--- src/wit_pkg.sv ---
// constants and register map of the watchdog and interval timer
package wit_pkg;

    // ========================================================
    // register bus shape
    // ========================================================
    localparam int WIT_AW = 4;                  // address width
    localparam int WIT_WW = 16;                 // write data width
    localparam int WIT_DW = 8;                  // register width

    // ========================================================
    // register offsets
    // ========================================================
    localparam logic [3:0] WIT_OFS_CNT  = 4'h0; // watchdog_up_counter
    localparam logic [3:0] WIT_OFS_CTL  = 4'h1; // timer_control_status
    localparam logic [3:0] WIT_OFS_RST  = 4'h2; // reset_control_register
    localparam logic [3:0] WIT_OFS_IST  = 4'h3; // event status, read only
    localparam logic [3:0] WIT_OFS_IEN  = 4'h4; // event enable
    localparam logic [3:0] WIT_OFS_ICLR = 4'h5; // event clear, write only

    // ========================================================
    // protected write keys, upper byte of a 16-bit write
    // ========================================================
    localparam logic [7:0] WIT_KEY_CNT = 8'h5a; // key for the counter
    localparam logic [7:0] WIT_KEY_CTL = 8'ha5; // key for control/status
    localparam logic [7:0] WIT_KEY_RST = 8'h5a; // key for reset control

    // ========================================================
    // field positions
    // ========================================================
    localparam int WIT_CTL_OVF  = 7;            // interval_overflow_flag
    localparam int WIT_CTL_MODE = 6;            // mode_select_bit, 1 = wd
    localparam int WIT_CTL_TME  = 5;            // timer_enable_bit
    localparam int WIT_RST_WOVF = 7;            // watchdog overflow flag
    localparam int WIT_RST_RSTE = 6;            // internal reset enable
    localparam int WIT_RST_RSTS = 5;            // 0 power-on, 1 manual
    localparam int WIT_EV_ITV   = 0;            // interval overflow event
    localparam int WIT_EV_WD    = 1;            // watchdog overflow event

    // ========================================================
    // reset values and counter limit
    // ========================================================
    localparam logic [7:0] WIT_CNT_RST   = 8'h00; // counter after reset
    localparam logic [7:0] WIT_CNT_MAX   = 8'hff; // value that wraps
    localparam logic [7:0] WIT_CTL_RSV   = 8'h18; // bits 4,3 read as one
    localparam logic [2:0] WIT_CKS_RST   = 3'h0;  // clock select at reset
    localparam logic [1:0] WIT_EV_RST    = 2'h0;  // status/enable reset

    // ========================================================
    // prescaler taps: phi/2,64,128,256,512,1024,4096,8192
    // ========================================================
    localparam int WIT_PW = 13;
    localparam logic [12:0] WIT_DIV_MASK [8] = '{
        13'h0001, 13'h003f, 13'h007f, 13'h00ff,
        13'h01ff, 13'h03ff, 13'h0fff, 13'h1fff};

    // ========================================================
    // timing
    // ========================================================
    localparam int WIT_CLK_NS       = 10;   // core_clk period
    localparam int WIT_PULSE_NS     = 640;  // overflow pin low time
    localparam int WIT_PULSE_CYC_I  =
        (WIT_PULSE_NS + WIT_CLK_NS - 1) / WIT_CLK_NS;
    localparam logic [6:0] WIT_PULSE_CYC = 7'(WIT_PULSE_CYC_I);

endpackage

--- src/wit_watchdog.sv ---
// watchdog and interval timer with protected register writes
//
// What this block does
// - 8-bit timer resets chip on missed rewrite
// - watchdog or interval mode decides overflow response
// - watchdog overflow drives overflow pin
// - optional internal reset, power-on or manual
// - interval overflow raises interval interrupt
// - interval overflow wakes from software standby
// - three-bit select picks one of eight clocks
// - count selected clock only while enabled
// - overflow is wrap from ff to 00
// - counter is zero after reset
// - only keyed writes change protected registers
// - overflow flag set in interval mode only
// - flag clears by zero write after read
// - enable cleared in interval mode clears flag
// - disabled timer holds counter at zero
// - mode bit: 0 interval, 1 watchdog
// - select codes map to fixed divider ratios
//
// Chosen here: the register offsets and the address-and-strobe port.
`timescale 1ns/10ps
module wit_watchdog
    import wit_pkg::*;
(
    input  wire logic                 core_clk,
    input  wire logic                 rst_n,
    input  wire logic [WIT_AW-1:0]    reg_addr,
    input  wire logic [WIT_WW-1:0]    reg_wdata,
    input  wire logic                 reg_wr,
    input  wire logic                 reg_rd,
    output logic      [WIT_DW-1:0]    reg_rdata,
    output logic                      overflow_out_pin_n,
    output logic                      interval_interrupt,
    output logic                      standby_wake,
    output logic                      por_reset_req,
    output logic                      manual_reset_req,
    output logic                      irq
);
    import wit_pkg::*;

    // ========================================================
    // state
    // ========================================================
    logic [WIT_PW-1:0] presc_r,  presc_nxt;   // prescale divider, zero while disabled
    logic [7:0]        cnt_r,    cnt_nxt;     // watchdog_up_counter
    logic              ovf_r,    ovf_nxt;     // interval_overflow_flag
    logic              ovf_arm_r, ovf_arm_nxt; // flag read as one
    logic              mode_r,   mode_nxt;    // mode_select_bit
    logic              tme_r,    tme_nxt;     // timer_enable_bit
    logic [2:0]        cks_r,    cks_nxt;     // clock_select_field
    logic              wovf_r,   wovf_nxt;    // watchdog overflow flag
    logic              wovf_arm_r, wovf_arm_nxt; // wovf read as one
    logic              rste_r,   rste_nxt;    // internal reset enable
    logic              rsts_r,   rsts_nxt;    // reset kind select
    logic [6:0]        pls_r,    pls_nxt;     // pin low cycles left
    logic              pin_n_r,  pin_n_nxt;   // registered pin level
    logic              por_r,    por_nxt;     // power-on request
    logic              man_r,    man_nxt;     // manual request
    logic              wake_r,   wake_nxt;    // standby wake pulse
    logic [1:0]        ist_r,    ist_nxt;     // sticky event status
    logic [1:0]        ien_r,    ien_nxt;     // event enable
    logic [7:0]        rdata_r,  rdata_nxt;   // read data register

    // ========================================================
    // decode
    // ========================================================
    logic       key_cnt;    // keyed write to the counter
    logic       key_ctl;    // keyed write to control/status
    logic       key_rst;    // keyed write to reset control
    logic       tick;       // selected prescaled clock pulse
    logic       ovf_evt;    // counter wraps this cycle
    logic       wd_evt;     // overflow in watchdog mode
    logic       it_evt;     // overflow in interval mode
    logic [7:0] wlo;        // data byte of a write
    logic [7:0] ctl_view;   // control/status as read

    assign wlo = reg_wdata[7:0];

    // keys sit in the upper byte; a plain write never matches
    // counter and reset control share a key; the address splits them
    assign key_cnt = reg_wr && reg_addr == WIT_OFS_CNT &&
                     reg_wdata[15:8] == WIT_KEY_CNT;
    assign key_ctl = reg_wr && reg_addr == WIT_OFS_CTL &&
                     reg_wdata[15:8] == WIT_KEY_CTL;
    assign key_rst = reg_wr && reg_addr == WIT_OFS_RST &&
                     reg_wdata[15:8] == WIT_KEY_RST;

    // all-ones on the low bits of the divider marks a tap edge
    assign tick = (presc_r & WIT_DIV_MASK[cks_r]) ==
                  WIT_DIV_MASK[cks_r];

    // a keyed counter write in the same cycle wins over the wrap
    assign ovf_evt = tme_r && tick && cnt_r == WIT_CNT_MAX &&
                     !key_cnt;
    assign wd_evt  = ovf_evt && mode_r;
    assign it_evt  = ovf_evt && !mode_r;

    assign ctl_view = {ovf_r, mode_r, tme_r, 2'b00, cks_r} | WIT_CTL_RSV;

    // ========================================================
    // timer core: next values
    // ========================================================
    always_comb begin
        // control/status fields
        mode_nxt = mode_r;
        tme_nxt  = tme_r;
        cks_nxt  = cks_r;
        if (key_ctl) begin
            mode_nxt = wlo[WIT_CTL_MODE];
            tme_nxt  = wlo[WIT_CTL_TME];
            cks_nxt  = wlo[2:0];
        end
        // prescaler only runs while enabled and already steps in the enabling cycle,
        // so a fresh start's first period is one cycle short
        presc_nxt = tme_nxt ? presc_r + 13'h0001 : '0;
        // counter
        cnt_nxt = cnt_r;
        if (tme_r && tick) begin
            cnt_nxt = cnt_r + 8'h01;
        end
        if (key_cnt) begin
            cnt_nxt = wlo;
        end
        if (!tme_nxt) begin
            cnt_nxt = WIT_CNT_RST;
        end
        // interval flag: clears first, then the set wins
        // the arm is taken only by a read strobe that saw a one, so a
        // read of zero never licenses a clear
        ovf_nxt     = ovf_r;
        ovf_arm_nxt = ovf_arm_r;
        if (reg_rd && reg_addr == WIT_OFS_CTL && ovf_r) begin
            ovf_arm_nxt = 1'b1;
        end
        if (key_ctl) begin
            if (!wlo[WIT_CTL_OVF] && ovf_arm_r) begin
                ovf_nxt = 1'b0;
            end
            if (!wlo[WIT_CTL_TME] && !mode_r) begin
                ovf_nxt = 1'b0;
            end
            ovf_arm_nxt = 1'b0;
        end
        if (it_evt) begin
            ovf_nxt = 1'b1;
        end
        // reset control register
        rste_nxt     = rste_r;
        rsts_nxt     = rsts_r;
        wovf_nxt     = wovf_r;
        wovf_arm_nxt = wovf_arm_r;
        if (reg_rd && reg_addr == WIT_OFS_RST && wovf_r) begin
            wovf_arm_nxt = 1'b1;
        end
        if (key_rst) begin
            rste_nxt = wlo[WIT_RST_RSTE];
            rsts_nxt = wlo[WIT_RST_RSTS];
            if (!wlo[WIT_RST_WOVF] && wovf_arm_r) begin
                wovf_nxt = 1'b0;
            end
            wovf_arm_nxt = 1'b0;
        end
        if (wd_evt) begin
            wovf_nxt = 1'b1;
        end
        // overflow pin pulse, restarted by every watchdog overflow
        pls_nxt = pls_r;
        if (wd_evt) begin
            pls_nxt = WIT_PULSE_CYC;
        end else if (pls_r != 7'h00) begin
            pls_nxt = pls_r - 7'h01;
        end
        pin_n_nxt = (pls_nxt == 7'h00);
        // one-cycle requests toward reset logic and standby control
        por_nxt  = wd_evt && rste_r && !rsts_r;
        man_nxt  = wd_evt && rste_r && rsts_r;
        wake_nxt = it_evt;
    end

    // ========================================================
    // timer core: registers
    // ========================================================
    always_ff @(posedge core_clk) begin
        if (!rst_n) begin
            presc_r    <= '0;
            cnt_r      <= WIT_CNT_RST;
            ovf_r      <= 1'b0;
            ovf_arm_r  <= 1'b0;
            mode_r     <= 1'b0;
            tme_r      <= 1'b0;
            cks_r      <= WIT_CKS_RST;
            wovf_r     <= 1'b0;
            wovf_arm_r <= 1'b0;
            rste_r     <= 1'b0;
            rsts_r     <= 1'b0;
            pls_r      <= 7'h00;
            pin_n_r    <= 1'b1;
            por_r      <= 1'b0;
            man_r      <= 1'b0;
            wake_r     <= 1'b0;
        end else begin
            presc_r    <= presc_nxt;
            cnt_r      <= cnt_nxt;
            ovf_r      <= ovf_nxt;
            ovf_arm_r  <= ovf_arm_nxt;
            mode_r     <= mode_nxt;
            tme_r      <= tme_nxt;
            cks_r      <= cks_nxt;
            wovf_r     <= wovf_nxt;
            wovf_arm_r <= wovf_arm_nxt;
            rste_r     <= rste_nxt;
            rsts_r     <= rsts_nxt;
            pls_r      <= pls_nxt;
            pin_n_r    <= pin_n_nxt;
            por_r      <= por_nxt;
            man_r      <= man_nxt;
            wake_r     <= wake_nxt;
        end
    end

    // ========================================================
    // event status, enable and read data: next values
    // ========================================================
    always_comb begin
        ist_nxt = ist_r;
        ien_nxt = ien_r;
        if (reg_wr && reg_addr == WIT_OFS_IEN) begin
            ien_nxt = wlo[1:0];
        end
        // clear first so that an event in the same cycle survives
        if (reg_wr && reg_addr == WIT_OFS_ICLR) begin
            ist_nxt = ist_r & ~wlo[1:0];
        end
        if (it_evt) begin
            ist_nxt[WIT_EV_ITV] = 1'b1;
        end
        if (wd_evt) begin
            ist_nxt[WIT_EV_WD] = 1'b1;
        end
        // read mux, data valid only in the cycle after the strobe
        rdata_nxt = 8'h00;
        if (reg_rd) begin
            case (reg_addr)
                WIT_OFS_CNT: rdata_nxt = cnt_r;
                WIT_OFS_CTL: rdata_nxt = ctl_view;
                WIT_OFS_RST: rdata_nxt = {wovf_r, rste_r, rsts_r, 5'h00};
                WIT_OFS_IST: rdata_nxt = {6'h00, ist_r};
                WIT_OFS_IEN: rdata_nxt = {6'h00, ien_r};
                default:     rdata_nxt = 8'h00;    // unmapped reads zero
            endcase
        end
    end

    // ========================================================
    // event status, enable and read data: registers
    // ========================================================
    always_ff @(posedge core_clk) begin
        if (!rst_n) begin
            ist_r   <= WIT_EV_RST;
            ien_r   <= WIT_EV_RST;
            rdata_r <= 8'h00;
        end else begin
            ist_r   <= ist_nxt;
            ien_r   <= ien_nxt;
            rdata_r <= rdata_nxt;
        end
    end

    // ========================================================
    // outputs
    // ========================================================
    assign reg_rdata          = rdata_r;
    assign overflow_out_pin_n = pin_n_r;
    // the interrupt mirrors the flag and stays up until it is cleared
    assign interval_interrupt = ovf_r;
    assign standby_wake       = wake_r;
    assign por_reset_req      = por_r;
    assign manual_reset_req   = man_r;
    // level output, high while any enabled event is pending
    assign irq                = |(ist_r & ien_r);

    // the bound holds unless a keyed reload near ff forces a second
    // wrap inside one pulse, which stretches the low time on purpose
    logic [7:0] low_len_r;  // consecutive low cycles on the pin
    always_ff @(posedge core_clk) begin
        if (!rst_n) begin
            low_len_r <= 8'h00;
        end else if (!pin_n_r) begin
            low_len_r <= low_len_r + 8'h01;
        end else begin
            low_len_r <= 8'h00;
        end
    end
endmodule

--- config.mk ---
export PLATFORM = sky130hd
export DESIGN_NAME = wit_watchdog
export DESIGN_NICKNAME = d
export VERILOG_FILES = /design/src/wit_pkg.sv /design/src/wit_watchdog.sv
export SDC_FILE = /design/constraint.sdc
export NUM_CORES = 1
export LEC_CHECK = 0
export ABC_AREA = 1
export BUFFER_PORTS_ARGS = -buffer_cell sky130_fd_sc_hd__buf_2
export CORE_ASPECT_RATIO = 2
export CORE_MARGIN = 8
export CORE_UTILIZATION = 40
export CTS_CLUSTER_DIAMETER = 80
export DETAILED_ROUTE_END_ITERATION = 8
export GPL_TIMING_DRIVEN = 0
export HOLD_SLACK_MARGIN = 0.02
export PLACE_DENSITY = 0.56
export SETUP_SLACK_MARGIN = 0.05
export SLEW_MARGIN = 20
export SYNTH_ARGS = -nofsm -noshare
export SYNTH_HDL_FRONTEND = slang
export SYNTH_SLANG_ARGS = --single-unit
--- constraint.sdc ---
create_clock -name core_clk -period 1.7 [get_ports core_clk]
set_input_delay 0.17 -clock core_clk [delete_from_list [all_inputs] [get_ports core_clk]]
set_output_delay 0.17 -clock core_clk [all_outputs]
set_load 0.05 [all_outputs]
==> results.yml, run 1 <==
timing:
  clock.fmax_ghz: 0.639
  setup_repair_after_global_routing_missed_its_margin: "yes"
  report.final.slew_viol_count: 0
  timing_worst_slew_pin_value_ps: 443
  timing.final.hold_violations: 0
  final_setup_violation_count: 0
  slew_headroom: 0.704
  period_share: 0.921
  final.setup.tns_ps: 0
  worst_clock_skew_ps: 4.42
  period_needed_ps: 1570
worst_setup_path:
  startpoint_type: "flip-flop"
  cp_data_arrival_time_ps: 1810
  criticalPathCategory: "reg2reg"
  critPathMaxFanout: 4
  critPathCaptureType: "flip-flop"
  crit_required_ps: 1940
clocking:
  clk_pin_slew_ps: 70
  tritoncts: "done"
  ctsLongestPathBuffers: 2
  cts-htree-levels: 2
  cts_sinks: 55
  cts_hold_buffers: 0
  tritoncts.num_buffers: 5
  worstSkewPairLatency_ps: 300
  clock_tree.root_cell: "sky130_fd_sc_hd__clkbuf_16"
logic_synthesis:
  synth-warning-count: 0
  async_flop_share: 0
  yosys-top-cells-count: "sky130_fd_sc_hd__nand2_1 (70), sky130_fd_sc_hd__dfxtp_1 (55), sky130_fd_sc_hd__inv_1 (50)"
  synth_area_leaders: "sky130_fd_sc_hd__dfxtp_1 (41%), sky130_fd_sc_hd__nand2_1 (9.8%), sky130_fd_sc_hd__inv_1 (7.0%)"
  synth.top_cell.area_share: 0.411
  synthMostInstantiatedCell: "sky130_fd_sc_hd__nand2_1"
  synth.cell_area_um2: 2680
  synthesis.nets: 393
  synthDistinctLibCells: 39
  synth_area_leader_cell: "sky130_fd_sc_hd__dfxtp_1"
  postSynthRegisterBits: 55
  synthesis.instances: 365
  syn_area_per_cell_um2: 7.35
  ys_seq_area_frac: 0.411
  yosys_most_used_dff: "sky130_fd_sc_hd__dfxtp_1"
  synth-edff-count: 0
route:
  wl_per_cell_um: 13.9
  finalWirelength_mm: 7.12
  drt_drc_violations_left: 0
  via_per_inst: 4.87
  first_pass_iters: 4
  vias: 2498
  drt_iter0_drc: 111
  drt.antenna.violating_nets: 0
floorplanning:
  die_area_um2: 9740
  initial_utilization: 0.408
  fp-row-count: 42
  fp.coreArea_um2: 6570
  top_level_ports: 38
  floorplan.die.width_um: 73.9
  die_height_um: 132
finish:
  ff_latch_area_um2: 1110
  layout-drive-gt1-share: 0.278
  nNetsFinal: 452
  diodes: 0
  footprint_of_the_multi_input_gates_um2: 1440
  areaGrowthSynthToFinish_pct: 25.1
  final.fill_count: 680
power:
  cellLeakagePower_uw: 0.00144
  ir_worst_vdd_mv: 0.715
  post-layout-total-power_uw: 3290
  power_per_cell_area_nw_per_um2: 980
run:
  drv_cap: 0
outcome:
  run_status: "completed"
global_routing:
  gr-usage-all-layers: 0.153
  first_pass_grt_wire_length_mm: 11.4
  grt_pass1_vias: 2530
  grt_antenna_before_repair: 0
  global_route.overflow_total: 0
  grt_max_degree: 20
placement:
  finalWeightedCongestion: 0.880
  post_detail_place_hpwl_mm: 5.61
  io_buffers: 37
min_path:
  min-delay-path-class: "in2reg"
-- worst max-delay path, cell delays in order (launching register included) --
cell	delay, ps
sky130_fd_sc_hd__dfxtp_2	340
sky130_fd_sc_hd__buf_4	110
sky130_fd_sc_hd__nand3_1	120
sky130_fd_sc_hd__nor2_2	180
sky130_fd_sc_hd__nand3_1	130
sky130_fd_sc_hd__nor2_4	150
sky130_fd_sc_hd__nand2_1	80
sky130_fd_sc_hd__or2_2	280
sky130_fd_sc_hd__a21oi_2	110
-- through the flow --
step	hold slack, ps	instance area, µm²	std cells	setup WS (ps)	utilization
after floorplan	298	2680	365	153	-
after global placement	394	2980	490	-178	0.453
after detailed placement	398	2980	490	-179	0.453
after CTS	122	3210	504	43.4	0.488
after global routing	150	3350	513	35.2	0.511
final	128	3350	513	134	0.511
-- per-layer routing --
| metal | global-route usage | up-vias | wire [µm] |
|---|---|---|---|
| li1 | - | 1300 | - |
| met1 | 0.130 | 1138 | 2430 |
| met2 | 0.300 | 42 | 4220 |
| met3 | 0.0236 | 18 | 222 |
| met4 | 0.0953 | 0 | 244 |
| met5 | 0 | - | 0 |
-- final timing paths --
| path | startpoint | endpoint | slack (ps) | cells after the start |
|---|---|---|---|---|
| setup / recovery | presc_r[0] | presc_r[9] | 130 | 8 |
| hold / removal | reg_wdata[2] | cks_r[2] | 130 | 3 |
| setup reg to reg | presc_r[0] | presc_r[9] | 130 | 8 |
| hold reg to reg | rsts_r | por_reset_req | 410 | 1 |
-- report_power, final --
group / switching [µW] / total (µW) / internal [µW]
Sequential: 43.8 / 1400 / 1350
Combinational: 500 / 822 / 321
Clock: 508 / 1070 / 560
Total: 1050 / 3290 / 2240
-- area by class of cell --
class                   count  area share
clock buffers               5      0.0373
well taps                  88      0.0328
repair buffers             52      0.0888
multi-input cells         252       0.430
clock inverters             3     0.00783
flip-flops and latches     55       0.332
plain buffers               5      0.0108
inverters                  53      0.0597
-- what timing repair did --
item                                    in CTS  in global routing
endpoints found under the setup margin      21                 24
setup buffers                                6                  9
resized for setup                           13                 27
pin swaps                                    4                  9
-- placed cells by master, fill, tap and decap left out, types with 3 or more instances in the layout --
cell / Yosys / routed
sky130_fd_sc_hd__nand2_1: 70 / 65
sky130_fd_sc_hd__dfxtp_1: 55 / 48
sky130_fd_sc_hd__inv_1: 50 / 45
sky130_fd_sc_hd__nor2_1: 48 / 44
sky130_fd_sc_hd__buf_2: 2 / 39
sky130_fd_sc_hd__a21oi_1: 23 / 23
sky130_fd_sc_hd__nand3_1: 24 / 22
sky130_fd_sc_hd__buf_4: 0 / 15
sky130_fd_sc_hd__o21ai_0: 15 / 13
sky130_fd_sc_hd__nor2_4: 2 / 10
sky130_fd_sc_hd__nand2_2: 2 / 7
sky130_fd_sc_hd__inv_2: 1 / 6
sky130_fd_sc_hd__a22oi_1: 6 / 6
sky130_fd_sc_hd__xor2_1: 6 / 6
sky130_fd_sc_hd__xnor2_1: 5 / 5
sky130_fd_sc_hd__nor2_2: 9 / 5
sky130_fd_sc_hd__dfxtp_2: 0 / 5
sky130_fd_sc_hd__clkbuf_16: 0 / 5
sky130_fd_sc_hd__nand4_1: 4 / 4
sky130_fd_sc_hd__nor3_1: 4 / 4
sky130_fd_sc_hd__o22ai_1: 3 / 3
sky130_fd_sc_hd__or2_2: 3 / 3
sky130_fd_sc_hd__a31oi_1: 3 / 3
sky130_fd_sc_hd__nor3b_2: 3 / 3
sky130_fd_sc_hd__ha_1: 4 / 3
-- state kept, by name, summed over array words and instances, names as in the netlist --
name	flops
rsts_r	1
interval_interrupt	1
reg_rdata	8
mode_r	1
por_reset_req	1
ovf_arm_r	1
wovf_r	1
pls_r	7
wovf_arm_r	1
rste_r	1
tme_r	1
cks_r	3
manual_reset_req	1
overflow_out_pin_n	1
cnt_r	8
standby_wake	1
ist_r	2
ien_r	2
presc_r	13
-- cell families (layout without fill, tap and decap cells) --
| family | count (synthesis) | after routing | synth area share |
|---|---|---|---|
| simple gates | 174 | 174 | 0.305 |
| compound gates | 62 | 62 | 0.138 |
| buf+inv | 58 | 118 | 0.0882 |
| flops | 55 | 55 | 0.411 |
| xor+xnor | 11 | 11 | 0.0359 |
| fa+ha+maj | 4 | 4 | 0.0187 |
| mux | 1 | 1 | 0.00373 |
Note: power is estimated with default switching activity, not from simulation.
==> inputs of run 2 (changes only) <==
Settings changed: CORE_ASPECT_RATIO 2 to 1.4.
==> run 2 against run 1 <==
Against the previous run:
- clock power down 28%
- die area down 1.3%
- maximum frequency about the same
- worst hold slack lost 7.7 ps
- largest cell class unchanged
- highest routed layer unchanged
==> results.yml, run 2 (synthesis gave the netlist of run 1 again) <==
timing:
  slew_headroom: 0.675
  period_needed_ps: 1560
  timing_worst_slew_pin_value_ps: 487
  setup_repair_after_global_routing_missed_its_margin: "yes"
  finalWorstSetupSlack_ps: 136
  final.setup.tns_ps: 0
  report.final.slew_viol_count: 0
  clock.fmax_ghz: 0.639
  period_share: 0.920
  timing.final.hold_violations: 0
  worst_clock_skew_ps: 6.91
  final_setup_violation_count: 0
min_path:
  min-delay-path-class: "in2reg"
global_routing:
  global_route.overflow_total: 0
  grt_pass1_vias: 2442
  first_pass_grt_wire_length_mm: 11.3
  gr-usage-all-layers: 0.146
  grt_antenna_before_repair: 0
  grt_max_degree: 20
clocking:
  clk_pin_slew_ps: 100
  tritoncts.num_buffers: 5
  ctsLongestPathBuffers: 2
  cts-htree-levels: 2
  clock_tree.root_cell: "sky130_fd_sc_hd__clkbuf_8"
  tritoncts: "done"
  worstSkewPairLatency_ps: 310
  cts_hold_buffers: 0
  cts_sinks: 55
worst_setup_path:
  r2r-end: "presc_r[12]"
  timing.rr.start: "presc_r[1]"
  cp-startpoint: "presc_r[1]"
  cp_data_arrival_time_ps: 1780
  criticalPathCategory: "reg2reg"
  crit_required_ps: 1920
  cp_num_cells: 11
  startpoint_type: "flip-flop"
  worstRegToRegCells: 11
  critical_path.n_buffers_inverters: 1
  critPathCaptureType: "flip-flop"
  slowest_delay_ps: 370
  path_cells: "ha_4, nand2_2, inv_2, nand2_2, nor2_2, nand2_1, nor2_2, nand2_2, nor2_2, nand2_1, nor3b_2"
  critPathMaxFanout: 3
  worst_setup_path_endpoint: "presc_r[12]"
  critPathTopFamily: "simple AND/OR/NAND/NOR gates"
  r2r_setup_slack_ps: 140
  crit_slowest_cell: "sky130_fd_sc_hd__dfxtp_2"
power:
  post-layout-total-power_uw: 2960
  power_per_cell_area_nw_per_um2: 902
  cellLeakagePower_uw: 0.00140
  ir_worst_vdd_mv: 0.446
placement:
  post_detail_place_hpwl_mm: 5.21
  finalWeightedCongestion: 0.867
  io_buffers: 37
  place_ws_ps: -126
floorplanning:
  floorplan.die.width_um: 85.2
  top_level_ports: 38
  fp.coreArea_um2: 6530
  die_area_um2: 9620
  die_height_um: 113
  initial_utilization: 0.411
  fp-row-count: 35
route:
  vias: 2483
  finalWirelength_mm: 6.74
  drt.antenna.violating_nets: 0
  drt_drc_violations_left: 0
  wl_per_cell_um: 13.6
  drt_iter0_drc: 133
  via_per_inst: 5.00
  first_pass_iters: 4
finish:
  mostFrequentLayoutCell: "sky130_fd_sc_hd__nand2_1"
  mostFrequentLayoutCells: "sky130_fd_sc_hd__nand2_1 (65), sky130_fd_sc_hd__inv_1 (46), sky130_fd_sc_hd__dfxtp_1 (45), sky130_fd_sc_hd__nor2_1 (44), sky130_fd_sc_hd__buf_2 (40)"
  layout-drive-gt1-share: 0.281
  regMostFlops: "presc_r"
  nNetsFinal: 450
  diodes: 0
  areaGrowthSynthToFinish_pct: 22.5
  largest_register_ff_count: 13
run:
  drv_cap: 0
outcome:
  run_status: "completed"
==> run 2: changes by cell type in the layout (fill, tap and decap cells not counted), sizes merged <==
cell | previous run | this run
buf | 56 | 54
clkinv | 3 | 4
inv | 53 | 52
==> run 2: area by class of cell <==
cell class | instances | area (µm²)
clock inverters | 3 | 28.8
clock buffers | 5 | 68.8
flip-flops and latches | 55 | 1120
well taps | 74 | 92.6
inverters | 53 | 200
multi-input cells | 252 | 1460
fillers | 667 | 3240
repair buffers | 50 | 280
plain buffers | 5 | 36.3
==> run 2: worst min path at each step <==
stage,start,endpoint,slack [ps],cells after the start
floorplan,reg_wdata[2],cks_r[2],300,2
global placement,rsts_r,por_reset_req,400,1
detailed placement,rsts_r,por_reset_req,400,1
CTS,reg_wdata[3],cnt_r[3],120,3
global route,reg_wdata[2],cks_r[2],130,3
finish,reg_wdata[0],cks_r[0],120,3
==> run 2: where the power goes <==
part	internal [µW]	leakage (µW)	switching, µW
sequential	1350	0.000451	40.4
clock	306	0.0000502	467
combinational	323	0.000901	473
total	1980	0.00140	980
==> run 2: worst reg2reg max path, cell delays in order, from the launching register on <==
cell,delay (ps)
sky130_fd_sc_hd__dfxtp_2,370
sky130_fd_sc_hd__ha_4,140
sky130_fd_sc_hd__nand2_2,50
sky130_fd_sc_hd__inv_2,60
sky130_fd_sc_hd__nand2_2,60
sky130_fd_sc_hd__nor2_2,120
sky130_fd_sc_hd__nand2_1,80
sky130_fd_sc_hd__nor2_2,170
sky130_fd_sc_hd__nand2_2,90
sky130_fd_sc_hd__nor2_2,120
sky130_fd_sc_hd__nand2_1,50
sky130_fd_sc_hd__nor3b_2,140
==> run 2: repair_timing <==
| item | in CTS | in global routing |
|---|---|---|
| gates cloned | 1 | 0 |
| buffers inserted | 4 | 8 |
| endpoints found under the hold margin | 0 | 0 |
| pin swaps | 2 | 12 |
| setup endpoints to repair | 21 | 25 |
| resized for setup | 11 | 33 |
==> run 2: per-stage QoR <==
step                hold slack [ps]  area [µm²]   util  std cells
CTS                             121        3120  0.478        489
global placement                400        2960  0.454        476
floorplan                       298        2680      -        365
global route                    131        3290  0.504        497
detailed placement              399        2960  0.454        476
finish                          120        3290  0.504        497
==> run 2: routing by layer <==
layer	up-vias	global-route usage	part of all wire
met3	12	0.0290	0.032
met4	0	0.0728	0.028
met2	41	0.271	0.53
li1	1296	-	-
met5	-	0	0
met1	1134	0.151	0.41
==> inputs of run 3 (changes only) <==
Clock period 1.7 ns to 1.9 ns, I/O delays scaled along.
==> run 3 against run 2 <==
Against the previous run:
- maximum frequency decreased by 11%
- power decreased by 13%
- critical path depth decreased by 1
- final cell count decreased by 2.4%
- clock power decreased by 9.1%
- via count decreased by 3.0%
- non-clock buffer count decreased by 12
- combinational power decreased by 20%
- sequential share of layout area increased by 1.9 points
- clock skew increased by 0.65 ps
==> results.yml, run 3 (synthesis gave the netlist of run 1 again) <==
power:
  ir_worst_vdd_mv: 0.392
  cellLeakagePower_uw: 0.00134
  switching_share: 0.333
  power_frac_seq: 0.483
  net-switching-power_uw: 861
  comb_power_share: 0.245
  pwr-share-clk: 0.272
  power_per_cell_area_nw_per_um2: 842
  internal_power_uw: 1730
timing:
  timing.final.hold_violations: 0
  period_needed_ps: 1760
  clock.fmax_ghz: 0.567
  report.final.slew_viol_count: 0
  final_setup_violation_count: 0
  final.setup.tns_ps: 0
  slew_headroom: 0.699
  timing_worst_slew_pin_value_ps: 451
  period_share: 0.929
  setup_repair_after_global_routing_missed_its_margin: "yes"
  worst_clock_skew_ps: 7.56
clocking:
  cts_sinks: 55
  cts-htree-levels: 2
  worstSkewPairLatency_ps: 320
  ctsLongestPathBuffers: 2
  tritoncts.num_buffers: 5
  cts_hold_buffers: 0
  clock_tree.root_cell: "sky130_fd_sc_hd__clkbuf_8"
  tritoncts: "done"
  clk_pin_slew_ps: 110
floorplanning:
  fp.coreArea_um2: 6530
  die_height_um: 113
  die_area_um2: 9620
  floorplan.die.width_um: 85.2
  initial_utilization: 0.411
  top_level_ports: 38
  fp-row-count: 35
placement:
  finalWeightedCongestion: 0.867
  io_buffers: 37
  post_detail_place_hpwl_mm: 5.21
  detailed_place.area_um2: 2960
worst_setup_path:
  worstRegToRegCells: 10
  critPathMaxFanout: 10
  criticalPathCategory: "reg2reg"
  startpoint_type: "flip-flop"
  r2r-end: "overflow_out_pin_n"
  r2r_setup_slack_ps: 140
  timing.rr.start: "cnt_r[0]"
  critPathCaptureType: "flip-flop"
  cp-startpoint: "cnt_r[0]"
  worst_setup_path_endpoint: "overflow_out_pin_n"
  cp_data_arrival_time_ps: 2030
  crit_required_ps: 2170
global_routing:
  grt_pass1_vias: 2411
  gr-usage-all-layers: 0.145
  grt_max_degree: 20
  grt_antenna_before_repair: 0
  first_pass_grt_wire_length_mm: 11.2
  global_route.overflow_total: 0
min_path:
  min-delay-path-class: "in2reg"
route:
  first_pass_iters: 4
  drt_drc_violations_left: 0
  detail_route_met3_wl_um: 230
  met1Wirelength_mm: 2.70
  wl_met2_mm: 3.42
  wl_per_cell_um: 13.6
  via_per_inst: 4.97
  drt_iter0_drc: 163
  highest-signal-layer: "met4"
  drt.antenna.violating_nets: 0
  finalWirelength_mm: 6.58
  vias: 2409
finish:
  areaGrowthSynthToFinish_pct: 14.7
  regMostFlops: "presc_r"
  layout-drive-gt1-share: 0.202
  nNetsFinal: 438
  largest_register_ff_count: 13
  diodes: 0
  mostFrequentLayoutCells: "sky130_fd_sc_hd__nand2_1 (70), sky130_fd_sc_hd__dfxtp_1 (51), sky130_fd_sc_hd__inv_1 (49), sky130_fd_sc_hd__nor2_1 (48), sky130_fd_sc_hd__buf_2 (39)"
  final_design_area_excluding_fillers_um2: 3070
  mostFrequentLayoutCell: "sky130_fd_sc_hd__nand2_1"
run:
  drv_cap: 0
outcome:
  run_status: "completed"
-- run 3: cell types whose count changed in the layout (fill, tap and decap cells not counted), sizes merged --
| cell | delta |
|---|---|
| buf | -12 |
-- run 3: layer usage --
layer / vias to the layer above / track usage
met5: - / 0
met4: 0 / 0.0811
met3: 14 / 0.0290
met2: 42 / 0.264
met1: 1082 / 0.150
li1: 1271 / -
-- run 3: critical path, cell delays in order, from the launching register on --
cell	delay [ps]
sky130_fd_sc_hd__dfxtp_2	390
sky130_fd_sc_hd__ha_1	220
sky130_fd_sc_hd__nand3_2	110
sky130_fd_sc_hd__nor2_2	140
sky130_fd_sc_hd__nand3_1	130
sky130_fd_sc_hd__nor2_2	150
sky130_fd_sc_hd__nand4_2	120
sky130_fd_sc_hd__buf_6	180
sky130_fd_sc_hd__o31ai_1	90
sky130_fd_sc_hd__nand3_1	120
sky130_fd_sc_hd__nand2_1	70
-- run 3: worst min path at each step --
stage,cells past startpoint,startpoint,slack (ps),end
floorplan,2,reg_wdata[2],320,cks_r[2]
global placement,1,rsts_r,400,por_reset_req
detailed placement,1,rsts_r,400,por_reset_req
CTS,3,reg_wdata[3],140,cnt_r[3]
global route,3,reg_wdata[2],150,cks_r[2]
finish,3,reg_wdata[3],140,cnt_r[3]
-- run 3: cell type report --
class	count	area (µm²)
plain buffers	5	36.3
clock buffers	5	68.8
clock inverters	3	28.8
fillers	693	3450
inverters	53	200
multi-input cells	252	1350
flip-flops and latches	55	1110
well taps	74	92.6
repair buffers	38	193
-- run 3: power by group through the flow --
stage	logic (µW)	registers [µW]	clock network (µW)
after floorplan	471	1290	0
after global placement	625	1280	0
after detailed placement	633	1280	0
after CTS	636	1250	726
after global routing	744	1260	772
final	636	1250	703
-- run 3: per-stage QoR --
stage                     total power [µW]  cells  hold slack [ps]  utilization  setup slack (ps)
after floorplan                       1760    365              318            -               353
after global placement                1900    476              400        0.454              71.5
after detailed placement              1910    476              399        0.454              73.7
after CTS                             2610    484              141        0.469              62.6
after global routing                  2770    485              151        0.471              32.3
final                                 2590    485              137        0.471               135
-- run 3: timing repair --
item,4_1_cts,5_1_grt
endpoints found under the setup margin,1,15
hold endpoints to repair,0,0
buffers inserted,0,1
pin swaps,0,1
resized for setup,1,5
